## config.mk

```make
export PLATFORM = sky130hd
export DESIGN_NAME = wdts_top
export DESIGN_NICKNAME = d
export VERILOG_FILES = /design/src/logic/wdts_top.v
export VERILOG_INCLUDE_DIRS = /design/src /design/src/shared
export SDC_FILE = /design/constraint.sdc
export NUM_CORES = 1
export LEC_CHECK = 0
export BUFFER_PORTS_ARGS = -buffer_cell sky130_fd_sc_hd__clkbuf_2
export CELL_PAD_IN_SITES_DETAIL_PLACEMENT = 0
export CELL_PAD_IN_SITES_GLOBAL_PLACEMENT = 2
export CORE_ASPECT_RATIO = 0.75
export CORE_MARGIN = 5
export CORE_UTILIZATION = 30
export CTS_CLUSTER_SIZE = 16
export DETAILED_ROUTE_END_ITERATION = 12
export GPL_TIMING_DRIVEN = 1
export PLACE_DENSITY_LB_ADDON = 0.1
export SYNTH_ARGS = -nofsm -noshare
export SYNTH_HDL_FRONTEND = slang
export SYNTH_SLANG_ARGS = --single-unit
```

## constraint.sdc

```tcl
create_clock -name clock_i -period 2.81 [get_ports clock_i]
set_input_delay 0.1405 -clock clock_i [delete_from_list [all_inputs] [get_ports clock_i]]
set_output_delay 0.1405 -clock clock_i [all_outputs]
set_load 0.01 [all_outputs]
```

## src/shared/wdts_defines.vh

```
// register map, field layout, reset values and timing counts for the watchdog
`ifndef WDTS_DEFINES_VH
`define WDTS_DEFINES_VH
// ------------------------------------------------------------
// register offsets (word index on the plain port)
// ------------------------------------------------------------
`define WDTS_OFF_CTRL 3'h0
`define WDTS_OFF_STAT 3'h1
`define WDTS_OFF_IRQ_STAT 3'h2
`define WDTS_OFF_IRQ_MASK 3'h3
`define WDTS_OFF_CNT 3'h4
// ------------------------------------------------------------
// field positions
// ------------------------------------------------------------
`define WDTS_CTRL_EN_BIT 0
`define WDTS_CTRL_PS_LSB 1
`define WDTS_CTRL_PS_MSB 5
`define WDTS_STAT_PD_BIT 3
`define WDTS_STAT_TO_BIT 4
`define WDTS_IRQ_RST_BIT 0
`define WDTS_IRQ_WAKE_BIT 1
// ------------------------------------------------------------
// reset values and modes
// ------------------------------------------------------------
`define WDTS_PS_RESET 5'h0B
`define WDTS_MODE_OFF 2'h0
`define WDTS_MODE_SOFT 2'h1
`define WDTS_MODE_NOSLEEP 2'h2
`define WDTS_MODE_ON 2'h3
// ------------------------------------------------------------
// timing
// ------------------------------------------------------------
`define WDTS_CLK_MHZ 100
`define WDTS_TICK_US 1000
`define WDTS_TICK_CYC (`WDTS_TICK_US * `WDTS_CLK_MHZ)
`endif
```

## src/logic/wdts_top.v

```verilog
// watchdog timer with sleep handling and a register port
//
// Implementation choices: strobed register access and the placing of the registers.
`timescale 1ns/10ps
// Notes on behaviour
// - counter steps on a 1 ms tick divided down from the system clock by TICK_CYC
// - mode 11: always active, also during sleep, soft enable ignored
// - mode 10: active while awake, disabled during sleep
// - mode 01: soft enable bit alone decides; sleep does not change it
// - mode 00, or 01 with enable low: disabled and held clear
// - prescale select sets time-out from 1 ms up to 256 s
// - after reset prescale select gives a 2 s time-out
// - clear on reset, clear instruction, oscillator fail, disabled, start-up timer running
// - clear on sleep entry, then keep counting if still enabled
// - clear on sleep exit; held clear until start-up timer done
// - crystal clocks hold clear until timer ends; others clear once
// - time-out in sleep wakes device, clears both status bits, no reset
// - internal oscillator divider change leaves counter untouched
// - wake from sleep resumes at next instruction, not reset vector
`include "wdts_defines.vh"
module wdts_top #(
  parameter TICK_CYC = `WDTS_TICK_CYC
) (
  // clock and reset
  input wire clock_i,
  input wire reset_n_i,
  // configuration and core status
  input wire [1:0] watchdog_mode_field_i,
  input wire sleep_i,
  input wire crystal_clock_i,
  input wire ost_running_i,
  input wire osc_fail_i,
  input wire clear_watchdog_instruction_i,
  input wire [3:0] internal_osc_divider_select_i,
  // register port
  input wire [2:0] addr_i,
  input wire [7:0] wdata_i,
  input wire wr_i,
  input wire rd_i,
  output reg [7:0] rdata_o,
  // outputs to the core
  output reg device_reset_o,
  output reg wake_o,
  output reg resume_next_o,
  output reg irq_o
);
  // ------------------------------------------------------------
  // reset release
  // ------------------------------------------------------------
  reg rst_s1_r;
  reg rst_s2_r;
  wire rst_n = rst_s2_r;
  always @(posedge clock_i or negedge reset_n_i) begin
    if (!reset_n_i) begin
      rst_s1_r <= 1'b0;
      rst_s2_r <= 1'b0;
    end else begin
      rst_s1_r <= 1'b1;
      rst_s2_r <= rst_s1_r;
    end
  end
  // ------------------------------------------------------------
  // tick base
  // ------------------------------------------------------------
  // divider is free-running so the divider select never disturbs counting
  reg [23:0] tick_cnt_r;
  reg tick_r;
  always @(posedge clock_i or negedge rst_n) begin
    if (!rst_n) begin
      tick_cnt_r <= 24'h000000;
      tick_r <= 1'b0;
    end else if (tick_cnt_r == TICK_CYC - 1) begin
      tick_cnt_r <= 24'h000000;
      tick_r <= 1'b1;
    end else begin
      tick_cnt_r <= tick_cnt_r + 24'h000001;
      tick_r <= 1'b0;
    end
  end
  // ------------------------------------------------------------
  // registers
  // ------------------------------------------------------------
  reg soft_enable_bit_r;
  reg [4:0] timeout_prescale_select_r;
  reg timeout_status_bit_r;
  reg power_down_status_bit_r;
  reg [1:0] irq_stat_r;
  reg [1:0] irq_mask_r;
  reg [17:0] count_r;
  reg sleep_d_r;
  reg hold_r;
  // ------------------------------------------------------------
  // mode decode
  // ------------------------------------------------------------
  reg active;
  always @* begin
    case (watchdog_mode_field_i)
      `WDTS_MODE_ON: active = 1'b1;
      `WDTS_MODE_NOSLEEP: active = !sleep_i;
      `WDTS_MODE_SOFT: active = soft_enable_bit_r;
      default: active = 1'b0;
    endcase
  end
  wire sleep_enter = sleep_i && !sleep_d_r;
  wire sleep_exit = !sleep_i && sleep_d_r;
  // limit of 2^ps ticks, ps from 0 (1 ms) to 18 (256 s)
  wire [4:0] ps_eff = (timeout_prescale_select_r > 5'h12) ? 5'h12 : timeout_prescale_select_r;
  wire [18:0] limit = 19'h00001 << ps_eff;
  wire timeout = tick_r && ({1'b0, count_r} + 19'h00001 >= limit);
  wire clear = !active || clear_watchdog_instruction_i || osc_fail_i
    || ost_running_i || sleep_enter || sleep_exit || hold_r;
  wire to_sleep = timeout && sleep_i && !clear;
  wire to_awake = timeout && !sleep_i && !clear;
  // ------------------------------------------------------------
  // counter and sleep tracking
  // ------------------------------------------------------------
  // internal_osc_divider_select_i is deliberately unused
  always @(posedge clock_i or negedge rst_n) begin
    if (!rst_n) begin
      count_r <= 18'h00000;
      sleep_d_r <= 1'b0;
      hold_r <= 1'b0;
    end else begin
      sleep_d_r <= sleep_i;
      if (sleep_exit && crystal_clock_i)
        hold_r <= 1'b1;
      else if (!ost_running_i)
        hold_r <= 1'b0;
      if (clear || timeout)
        count_r <= 18'h00000;
      else if (tick_r)
        count_r <= count_r + 18'h00001;
    end
  end
  // ------------------------------------------------------------
  // outputs to the core
  // ------------------------------------------------------------
  always @(posedge clock_i or negedge rst_n) begin
    if (!rst_n) begin
      device_reset_o <= 1'b0;
      wake_o <= 1'b0;
      resume_next_o <= 1'b0;
    end else begin
      device_reset_o <= to_awake;
      wake_o <= to_sleep;
      resume_next_o <= to_sleep;
    end
  end
  // ------------------------------------------------------------
  // register writes and status
  // ------------------------------------------------------------
  wire wr_ctrl = wr_i && addr_i == `WDTS_OFF_CTRL;
  wire wr_stat = wr_i && addr_i == `WDTS_OFF_STAT;
  wire wr_iclr = wr_i && addr_i == `WDTS_OFF_IRQ_STAT;
  wire wr_imask = wr_i && addr_i == `WDTS_OFF_IRQ_MASK;
  wire [1:0] ev = {to_sleep, to_awake};
  wire [1:0] irq_stat_nxt;
  wire [1:0] irq_mask_nxt;
  // per-source sticky bit: the event wins over a same-cycle write-one clear
  genvar gi;
  generate
    for (gi = 0; gi < 2; gi = gi + 1) begin : g_irq
      assign irq_stat_nxt[gi] = ev[gi] | (irq_stat_r[gi] & ~(wr_iclr & wdata_i[gi]));
      assign irq_mask_nxt[gi] = wr_imask ? wdata_i[gi] : irq_mask_r[gi];
    end
  endgenerate
  always @(posedge clock_i or negedge rst_n) begin
    if (!rst_n) begin
      soft_enable_bit_r <= 1'b0;
      timeout_prescale_select_r <= `WDTS_PS_RESET;
      timeout_status_bit_r <= 1'b1;
      power_down_status_bit_r <= 1'b1;
      irq_stat_r <= 2'h0;
      irq_mask_r <= 2'h0;
      irq_o <= 1'b0;
    end else begin
      if (wr_ctrl) begin
        soft_enable_bit_r <= wdata_i[`WDTS_CTRL_EN_BIT];
        timeout_prescale_select_r <= wdata_i[`WDTS_CTRL_PS_MSB:`WDTS_CTRL_PS_LSB];
      end
      // clear instruction sets both flags, bar PD on a same-cycle sleep entry; time-out writes TO low, PD low in sleep and high awake
      if (timeout && !clear)
        timeout_status_bit_r <= 1'b0;
      else if (clear_watchdog_instruction_i || (wr_stat && wdata_i[`WDTS_STAT_TO_BIT]))
        timeout_status_bit_r <= 1'b1;
      if (to_sleep)
        power_down_status_bit_r <= 1'b0;
      else if (sleep_enter)
        power_down_status_bit_r <= 1'b0;
      else if (clear_watchdog_instruction_i || (wr_stat && wdata_i[`WDTS_STAT_PD_BIT]))
        power_down_status_bit_r <= 1'b1;
      if (to_awake)
        power_down_status_bit_r <= 1'b1;
      irq_stat_r <= irq_stat_nxt;
      irq_mask_r <= irq_mask_nxt;
      irq_o <= |(irq_stat_nxt & irq_mask_nxt);
    end
  end
  // ------------------------------------------------------------
  // read port
  // ------------------------------------------------------------
  always @(posedge clock_i or negedge rst_n) begin
    if (!rst_n) begin
      rdata_o <= 8'h00;
    end else if (rd_i) begin
      case (addr_i)
        `WDTS_OFF_CTRL: rdata_o <= {2'h0, timeout_prescale_select_r, soft_enable_bit_r};
        `WDTS_OFF_STAT: rdata_o <= {3'h0, timeout_status_bit_r, power_down_status_bit_r, 3'h0};
        `WDTS_OFF_IRQ_STAT: rdata_o <= {6'h00, irq_stat_r};
        `WDTS_OFF_IRQ_MASK: rdata_o <= {6'h00, irq_mask_r};
        `WDTS_OFF_CNT: rdata_o <= count_r[7:0];
        default: rdata_o <= 8'h00;
      endcase
    end else begin
      rdata_o <= 8'h00;
    end
  end
endmodule // wdts_top

```

==> results of run 1 <==
-- power by group through the flow --
stage	clock (mW)	sequential, mW	combinational [mW]
2_1_floorplan	0	1.10	0.240
3_3_place_gp	0	1.11	0.408
4_1_cts	1.19	1.09	0.437
6_report	1.16	1.09	0.482
5_1_grt	1.24	1.10	0.533
3_5_place_dp	0	1.11	0.410
-- worst paths after layout --
kind                       slack [ps]          start  cells past startpoint                      endpoint
max in group asynchronous        1750          rst_n                      1  timeout_prescale_select_r[1]
hold / removal                     30  ost_running_i                      3                        hold_r
min in group asynchronous         130      reset_n_i                      2                         rst_n
setup reg to reg                 -190     count_r[3]                     14                    count_r[4]
setup / recovery                 -190     count_r[3]                     14                    count_r[4]
hold reg to reg                   330          rst_n                      0                   count_r[15]
-- sequential cells by signal, summed over array words and instances, names as in the netlist, 2 cells and up --
signal                     flops
tick_cnt_r                    24
count_r                       18
rdata_o                        8
timeout_prescale_select_r      5
irq_mask_r                     2
irq_stat_r                     2
-- final cells by class --
| class | instances | area (um2) |
|---|---|---|
| repair buffers | 98 | 713 |
| multi-input cells | 320 | 2390 |
| clock inverters | 7 | 73.8 |
| inverters | 6 | 22.5 |
| flip-flops and latches | 70 | 1760 |
| well taps | 171 | 214 |
| fillers | 1283 | 7570 |
| clock buffers | 9 | 225 |
-- per-stage QoR --
stage          instances  hold slack (ps)  util, %
2_1_floorplan        413             -155        -
3_3_place_gp         655            -73.7     36.9
3_5_place_dp         655            -70.9     36.9
4_1_cts              676             15.1     40.5
5_1_grt              681             36.9     41.6
6_report             681             25.9     41.6
-- cells in the mapped netlist, types with 2 or more instances --
| cell | n | area, um2 |
|---|---|---|
| dfrtp_1 | 65 | 1630 |
| nand2_1 | 48 | 180 |
| nand3_1 | 36 | 180 |
| nor2_1 | 35 | 131 |
| ha_1 | 21 | 263 |
| xnor2_1 | 21 | 184 |
| a21oi_1 | 19 | 95.1 |
| xor2_1 | 16 | 140 |
| nor2b_1 | 14 | 87.6 |
| clkbuf_1 | 11 | 41.3 |
| nand4_1 | 11 | 68.8 |
| nor3_1 | 9 | 45.0 |
| and3_1 | 8 | 50.1 |
| mux2i_1 | 8 | 80.1 |
| o21ai_0 | 8 | 40.0 |
| mux2_2 | 7 | 78.8 |
| and2_1 | 6 | 37.5 |
| inv_1 | 6 | 22.5 |
| a21o_1 | 5 | 37.5 |
| dfstp_2 | 5 | 131 |
| nor4_1 | 5 | 31.3 |
| a211oi_1 | 4 | 30.0 |
| and4_1 | 4 | 35.0 |
| a211o_1 | 3 | 26.3 |
| a22o_1 | 3 | 26.3 |
| buf_2 | 3 | 15.0 |
| nor3b_1 | 3 | 22.5 |
| o22ai_1 | 3 | 18.8 |
| nor3b_2 | 2 | 25.0 |
| o31ai_1 | 2 | 15.0 |
| or2_2 | 2 | 12.5 |
-- kinds of logic after synthesis --
| kind of cell | count (synthesis) | synth area share, % |
|---|---|---|
| buffers and inverters | 23 | 2.56 |
| xor gates and xnor gates | 37 | 8.19 |
| AOI/OAI and AO/OA | 54 | 9.17 |
| muxes | 15 | 4.01 |
| adders and majority gates | 21 | 6.64 |
| DFF | 70 | 44.4 |
| other | 1 | 0.0947 |
| and+or+nand+nor | 192 | 24.9 |
-- critical path, delay by kind of cell (launching register included) --
family          cells  cell delay (ps)
buf+inv             3              360
compound gates      4              920
fa+ha+maj           1              250
flops               1              360
xor+xnor            1              230
simple gates        5              800
-- metal layers --
layer,GRT usage [%],up-vias,routed length [um]
met5,0,-,0
met4,3.46,0,65
met3,3.48,6,433
met2,20.9,42,4390
met1,23.8,1612,6160
li1,-,1645,-
-- timing repair --
action                                  in CTS  in global routing
endpoints found under the setup margin      25                 25
pin swaps                                   21                  8
hold endpoints to repair                     2                  0
buffers inserted                             7                  6
gates resized for setup                     24                 20
hold buffers                                 1                  0
-- layout by cell type, fill, tap and decap left out, types with 4 or more instances in the layout --
master	netlist	final
o21ai_0	8	6
a21o_1	5	5
nand2_1	48	43
buf_6	1	4
clkbuf_2	0	31
xnor2_1	21	20
nand2_2	0	4
xor2_1	16	14
mux2i_1	8	8
ha_4	0	4
and4_1	4	4
nand4_1	11	11
dfstp_2	5	5
dfrtp_1	65	62
inv_1	6	6
and2_1	6	5
nor2_1	35	32
a21oi_2	0	6
nor3_2	0	4
buf_4	1	59
clkbuf_16	0	9
ha_1	21	17
nor2b_1	14	14
nand3_1	36	32
nor3_1	9	5
a21oi_1	19	13
mux2_2	7	7
and3_1	8	7
==> qor.csv, run 1 <==
metric,value,unit
Cell Pwr Density,506,nW/um2
fmax,0.333,GHz
"Req. time, crit path",3070,ps
Net Sw Frac,27.5,%
synth unique cells,51,
Final #Nets,552,
Worst Hold Class,in -> reg,
clk buf depth,2,
register area share after synthesis,44.4,%
final hold violation count,0,
combinational group share of total power,17.7,%
Post-DRT Antenna Nets,0,
grt total ovfl,0,
Sw Pwr,752,uW
drt pass-1 iters,4,
worst skew pair latency,330,ps
Pwr Total,2.73,mW
maximum vdd drop,434,uV
Max Clock Skew,7.65,ps
Int Power,1.98,mW
Clk pwr share,42.3,%
largest net degree at the start of global routing,40,
antenna violations before repair,1,
Sequential Power Share,40.0,%
Routed WL per cell,16.2,um
post-synthesis register bit count,70,
Residual DRC,0,
I/O Buffers,31,
CTS tree,built,
CTS sink cnt,70,
Mapped Nets,460,
Crit Path Class,reg -> reg,
Worst path max stage delay,390,ps
relative slew slack,50.0,%
"Primary FF master, synth",dfrtp_1,
worst slew pin tran,747,ps
PnR worst setup slack,-192,ps
first-pass GRT wire length,18200,um
H-tree level count,3,
CP Capture Type,register,
"Cell Area, Placed",4780,um2
Tmin final,3000,ps
crit path cell chain,"nand4_1, buf_6, nor4_4, and3_4, xor2_2, ha_4, a21oi_2, nor2b_1, a311oi_2, o211a_4, buf_4, buf_6, nand3_1, a21oi_2",
Die H,109,um
layout cells sized above 1,35.7,%
critical path arrival,3260,ps
Die Area,15600,um2
outcome,"complete, but fails checks",
Critical Path Slowest Stage Cell,a311oi_2,
fin area,5400,um2
Clock transition at path regs,60,ps
drt initial violations,147,
Setup crit start kind,register,
period utilisation layout,107,%
io pins,38,
static leakage,2.56,nW
drt total wl,11100,um
GRT Util Overall,15.2,%
Placer Congestion,0.814,
Area Growth Syn to Fin,36.4,%
dpl hpwl,8410,um
post-synthesis cell count,413,
Synth warnings,0,
ant diodes,0,
RSZ-0062 raised after global routing,yes,
Slew Limit Fails,0,
"EDFF count, synth",0,
Vias/cell,4.85,
worst slack at placement,-280,ps
Rows,36,
area of the core,13000,um2
number of global-route vias before repair,3311,
violated checks,setup timing,
CTS Buf Count,9,
Die Wd,143,um
Post-synth ARST share,100,%
clock root buffer master,clkbuf_16,
syn_area_per_cell,9.59,um2
initial core utilization,30.5,%
Setup Total Neg Slack,-2280,ps
"Setup violations, final",22,
via count,3305,
max_cap viols,0,
synthesized cell area,3960,um2
Crit Path Max Fanout,6,
(Power assumes the default switching activity.)
==> run 2, diff against run 1 <==
--- a/config.mk
+++ b/config.mk
@@ -9,7 +9,7 @@
 export BUFFER_PORTS_ARGS = -buffer_cell sky130_fd_sc_hd__clkbuf_2
 export CELL_PAD_IN_SITES_DETAIL_PLACEMENT = 0
 export CELL_PAD_IN_SITES_GLOBAL_PLACEMENT = 2
-export CORE_ASPECT_RATIO = 0.75
+export CORE_ASPECT_RATIO = 1.75
 export CORE_MARGIN = 5
 export CORE_UTILIZATION = 30
 export CTS_CLUSTER_SIZE = 16
==> run 2 against run 1 <==
The run still ends with setup timing left. Sequential share of layout area fell by 0.28 points. Sequential power barely moved. Worst hold slack improved by 17 ps. Register-to-register slack got worse by 20 ps. Count of clock-buffer cells in the layout rose by 4. Die area rose by 0.43%. Fmax fell by 0.74%. Global-route usage rose by 0.27 points. Combinational power fell by 4%. Clock skew rose by 1.2 ps. Largest power group is now sequential cells.
==> qor.csv, run 2 (synthesized netlist as in run 1, its figures left out) <==
metric,value,unit,change
outcome,"complete, but fails checks",,
violated checks,setup timing,,
max_cap viols,0,,unchanged
worst slew pin tran,636,ps,-111 ps
WL met3,286,um,-34%
I/O Buffers,31,,unchanged
GRT Util Overall,15.5,%,+0.27 points
largest reg by FF count,tick_cnt_r,,
"commonest non-fill, non-tap cell in the layout",buf_4,,
CTS sink cnt,70,,unchanged
Slew Limit Fails,0,,unchanged
PnR worst setup slack,-214,ps,-22.5 ps
largest net degree at the start of global routing,44,,+10%
DRT met1 WL,4360,um,-29%
Worst path max stage delay,430,ps,+40 ps
antenna violations before repair,0,,-1
highest routed layer,met4,,
dpl hpwl,8890,um,+5.8%
Residual DRC,0,,unchanged
initial core utilization,30.6,%,+0.083 points
static leakage,2.58,nW,+0.95%
Routed WL per cell,17.1,um,+5.5%
critical path arrival,3240,ps,-20 ps
maximum vdd drop,294,uV,-32%
drt pass-1 iters,4,,unchanged
H-tree level count,3,,unchanged
Die Wd,96.8,um,-32%
grt total ovfl,0,,unchanged
CP Capture Type,register,,
clock root buffer master,clkbuf_16,,
Critical Path Slowest Stage Cell,dfrtp_2,,
WHS,42.5,ps,+16.6 ps
crit path cell chain,"ha_4, nand2_4, nor4_4, buf_6, nand3_4, xnor2_2, ha_1, nand2_2, nor4_4, a311oi_2, buf_4, o2111ai_4, buf_12, nor2_2, a211o_1",,
io pins,38,,unchanged
Tmin final,3020,ps,+22.5 ps
Max Clock Skew,8.84,ps,+1.18 ps
period utilisation layout,108,%,+0.80 points
drt initial violations,95,,-35%
max reg flops,24,,unchanged
Placer Congestion,0.837,,+2.8%
Placed Instances,655,,unchanged
fmax,0.331,GHz,-0.74%
Cell Pwr Density,479,nW/um2,-5.2%
Setup crit start kind,register,,
Clock transition at path regs,60,ps,about the same
worst skew pair latency,330,ps,about the same
Area Growth Syn to Fin,37.6,%,
final hold violation count,0,,unchanged
layout cells sized above 1,36.3,%,+0.57 points
relative slew slack,57.4,%,+7.4 points
"Req. time, crit path",3020,ps,-50 ps
first-pass GRT wire length,18800,um,+3.7%
CTS tree,built,,
most frequent cells in the layout,"63 x buf_4, 62 x dfrtp_1, 42 x nand2_1",,
RSZ-0062 raised after global routing,yes,,
CTS Buf Count,9,,unchanged
Die H,162,um,+48%
crit-path most repeated cell,nor4_4,,
Vias/cell,5.00,,+3.0%
"Setup violations, final",19,,-14%
Post-DRT Antenna Nets,0,,unchanged
fin cells,684,,+0.44%
Final #Nets,555,,+0.54%
via count,3419,,+3.4%
met2 wire len,6700,um,+52%
clk buf depth,2,,unchanged
Hold Crit Depth,2,,-1
number of global-route vias before repair,3620,,+9.3%
Die Area,15700,um2,+0.43%
Top Registers,"tick_cnt_r x24, count_r x18, rdata_o x8",,
area of the core,12900,um2,-0.27%
Crit Path Class,reg -> reg,,
Crit Path Max Fanout,7,,+1
ant diodes,0,,unchanged
drt total wl,11700,um,+6.0%
Rows,55,,+53%
r2r worst-path depth,15,,+1
Worst Hold Class,in -> reg,,
[run 2: cell types whose count changed in the layout (fill, tap and decap cells not counted), moves of 3 or more]
cell,previous run,this run
clkbuf_1,0,3
nand3_1,32,25
buf_4,59,63
nor3_2,4,1
nand3_2,3,8
[run 2: worst max-delay path, delay by kind of cell (launching register included)]
family,cells,cell delay (ps)
AO/OA/AOI/OAI,3,530
AND/OR/NAND/NOR,6,810
buffers and inverters,3,510
XOR/XNOR,1,140
adder cells (fa/ha/maj),2,460
flip-flops,1,430
[run 2: repair_timing]
action                                 CTS  global route
hold buffers                             1             0
endpoints found under the hold margin    2             0
buffers inserted                         7             6
gates cloned                             1             0
gates resized for setup                 37            15
setup endpoints to repair               25            25
pin swaps                               22            21
[run 2: stage by stage]
step | setup slack, ps | cell area (um2) | power [mW] | TNS [ps] | utilization, %
2_1_floorplan | -85.2 | 4050 | 1.34 | -615 | -
3_3_place_gp | -408 | 4780 | 1.51 | -7570 | 37.0
3_5_place_dp | -480 | 4780 | 1.52 | -9260 | 37.0
4_1_cts | -302 | 5330 | 2.66 | -3830 | 41.2
5_1_grt | -367 | 5450 | 2.74 | -5820 | 42.1
6_report | -214 | 5450 | 2.61 | -2060 | 42.1
[run 2: worst paths after layout]
| kind | to | slack [ps] | startpoint |
|---|---|---|---|
| worst max-delay path | count_r[14] | -210 | count_r[1] |
| worst min-delay path | timeout_prescale_select_r[4] | 40 | wdata_i[5] |
| worst max register to register | count_r[14] | -210 | count_r[1] |
| worst min register to register | rdata_o[1] | 280 | rst_n |
| max in group asynchronous | count_r[0] | 1860 | rst_n |
| min in group asynchronous | rst_s1_r | 130 | reset_n_i |
[run 2: area by class of cell]
class                      count  area, um2
timing repair buffer         101        737
inverter                       6       22.5
tap                          171        214
clock buffer                  13        250
fill                        1353       7490
sequential                    70       1760
multi-input combinational    320       2440
clock inverter                 3       20.0
[run 2: routing by layer]
layer,global-route usage [%],vias up
li1,-,1647
met1,15.9,1690
met2,30.3,63
met3,2.06,19
met4,7.54,0
met5,0,-
[run 2: power by group]
| part | switching, mW | internal (mW) | leakage, nW |
|---|---|---|---|
| Clock | 0.433 | 0.621 | 0.126 |
| Sequential | 0.0442 | 1.05 | 0.928 |
| Combinational | 0.238 | 0.224 | 1.53 |
==> run 3, diff against run 2 <==
--- a/config.mk
+++ b/config.mk
@@ -12,6 +12,7 @@
 export CORE_ASPECT_RATIO = 1.75
 export CORE_MARGIN = 5
 export CORE_UTILIZATION = 30
+export CTS_BUF_LIST = sky130_fd_sc_hd__clkbuf_8
 export CTS_CLUSTER_SIZE = 16
 export DETAILED_ROUTE_END_ITERATION = 12
 export GPL_TIMING_DRIVEN = 1
@@ -19,3 +20,4 @@
 export SYNTH_ARGS = -nofsm -noshare
 export SYNTH_HDL_FRONTEND = slang
 export SYNTH_SLANG_ARGS = --single-unit
+export TNS_END_PERCENT = 20
==> run 3 against run 2 <==
The run still ends with setup timing left. Final cell count unchanged. Via count decreased by 3.3%. Core utilization fell by 0.94 points. Largest cell class unchanged. Non-clock buffer count is the same. Design area fell by 2.2%. Combinational power shrank 1%. Sequential share of layout area is 0.74 points higher. Flip-flop and latch count unchanged. Worst setup slack got worse by 4.3 ps. Critical path depth rose by 2. Die area stayed put. Routed wire length decreased by 6.4%.
==> qor.csv, run 3 (synthesized netlist as in run 1, its figures left out) <==
metric,value,unit,change
"Setup violations, final",21,,+2
Crit Path Max Fanout,5,,-2
Die Area,15700,um2,unchanged
first-pass GRT wire length,18100,um,-3.8%
largest net degree at the start of global routing,44,,unchanged
Sequential Power Share,44.3,%,+2.4 points
worst slew pin tran,654,ps,+17.6 ps
Setup Total Neg Slack,-2260,ps,-196 ps
PnR worst setup slack,-218,ps,-4.33 ps
r2r worst-path depth,17,,+2
Area Growth Syn to Fin,34.6,%,
Slew Limit Fails,0,,unchanged
Tmin final,3030,ps,+4.33 ps
flop2flop setup slack,-220,ps,about the same
critical path arrival,3320,ps,+80 ps
Sw Pwr,663,uW,-7.4%
max_cap viols,0,,unchanged
fmax,0.330,GHz,-0.14%
drt initial violations,97,,+2.1%
Clock transition at path regs,80,ps,+20 ps
grt total ovfl,0,,unchanged
"Req. time, crit path",3100,ps,+80 ps
"commonest non-fill, non-tap cell in the layout",dfrtp_1,,
CTS tree,built,,
H-tree level count,3,,unchanged
Reg area,1760,um2,unchanged
worst hold endpoint,hold_r,,
Clk pwr share,37.0,%,-3.4 points
Pwr Total,2.45,mW,-6.3%
maximum vdd drop,228,uV,-22%
static leakage,2.56,nW,-0.83%
Max Clock Skew,11.3,ps,+2.42 ps
area of the core,12900,um2,unchanged
Rows,55,,unchanged
Vias/cell,4.83,,-3.3%
Worst R2R Start,count_r[1],,
Die H,162,um,unchanged
io pins,38,,unchanged
ant diodes,0,,unchanged
final hold violation count,0,,unchanged
Final Util,41.2,%,-0.94 points
clock root buffer master,clkbuf_8,,
Final #Nets,555,,unchanged
Min-Delay Startpoint,ost_running_i,,
initial core utilization,30.6,%,unchanged
Residual DRC,0,,unchanged
Setup crit start kind,register,,
Net Sw Frac,27.1,%,-0.32 points
WHS,26.2,ps,-16.3 ps
largest reg by FF count,tick_cnt_r,,
I/O Buffers,31,,unchanged
fin area,5330,um2,-2.2%
"Cell Area, Placed",4800,um2,+0.31%
Placer Congestion,0.822,,-1.7%
period utilisation layout,108,%,+0.15 points
Top Registers,"tick_cnt_r x24, count_r x18, rdata_o x8",,
Fill cells,1377,,+1.8%
Worst Hold Class,in -> reg,,
combinational group share of total power,18.7,%,+1.0 points
RSZ-0062 raised after global routing,yes,,
CTS sink cnt,70,,unchanged
dpl hpwl,8370,um,-5.9%
Hold Crit Depth,3,,+1
drt pass-1 iters,5,,+1
Die Wd,96.8,um,unchanged
GRT Util Overall,14.6,%,-0.86 points
Routed WL per cell,16.0,um,-6.4%
worst skew pair latency,350,ps,+20 ps
clk buf depth,2,,unchanged
most frequent cells in the layout,"62 x dfrtp_1, 61 x buf_4, 43 x nand2_1",,
violated checks,setup timing,,
CP Capture Type,register,,
max reg flops,24,,unchanged
footprint of the multi-input gates,2380,um2,-2.5%
layout cells sized above 1,33.7,%,-2.5 points
outcome,"complete, but fails checks",,
r2r endpoint,count_r[16],,
CTS Buf Count,9,,unchanged
antenna violations before repair,0,,unchanged
relative slew slack,56.3,%,-1.2 points
Post-DRT Antenna Nets,0,,unchanged
Int Power,1.78,mW,-5.9%
number of global-route vias before repair,3507,,-3.1%
Cell Pwr Density,459,nW/um2,-4.2%
Crit Path Class,reg -> reg,,
drt total wl,11000,um,-6.4%
via count,3306,,-3.3%
-- run 3: power by group through the flow --
stage               logic, mW  registers (mW)  clock network (mW)
finish                  0.458            1.08               0.905
detailed placement      0.421            1.11                   0
CTS                     0.461            1.09               0.937
floorplan               0.240            1.10                   0
global route            0.507            1.09               0.984
global placement        0.419            1.10                   0
-- run 3: worst max-delay path: stages (launching register included) --
cell and delay [ps]:
dfrtp_2 430, ha_4 170, nand2_4 50, nor4_4 270
buf_6 170, nand2_4 60, or2_4 240, nand2_4 90
ha_4 200, nand3_4 70, nor4_4 50, a311oi_2 310
buf_4 180, o2111ai_4 170, buf_6 180, buf_4 120
a21oi_1 110, a21o_1 90
-- run 3: worst max-delay path by stage --
stage                    start  slack, ps          end
floorplan           count_r[0]        -90   count_r[7]
global placement    count_r[3]       -300  count_r[13]
detailed placement  count_r[3]       -320  count_r[15]
CTS                 count_r[0]       -210   count_r[7]
global route        count_r[4]       -390  count_r[15]
finish              count_r[1]       -220  count_r[16]
-- run 3: timing repair --
item                                    in CTS  in global routing
setup buffers                                6                  3
endpoints found under the hold margin        2                  0
resized for setup                           35                 10
hold buffers                                 1                  0
cloned                                       1                  0
pin swaps                                   12                 13
endpoints found under the setup margin      25                 25
-- run 3: through the flow --
stage	setup WS [ps]	cells
2_1_floorplan	-85.2	413
3_3_place_gp	-304	658
3_5_place_dp	-324	658
4_1_cts	-210	682
5_1_grt	-389	684
6_report	-218	684
-- run 3: per-layer routing --
metal  routed length (um)  share of wire [%]  GRT usage (%)  vias to the layer above
li1                     -                  -              -                     1645
met1                 4300                 39           16.0                     1617
met2                 6360                 58           28.6                       37
met3                  169                1.5           1.85                        7
met4                  128                1.2           4.60                        0
met5                    0                  0              0                        -
-- run 3: area by class of cell --
| cell class | instances | share of cell area, % |
|---|---|---|
| tap | 171 | 4.02 |
| clock inverter | 6 | 1.48 |
| timing repair buffer | 101 | 13.7 |
| sequential | 70 | 33.1 |
| clock buffer | 10 | 2.58 |
| multi-input combinational | 320 | 44.7 |
| inverter | 6 | 0.423 |
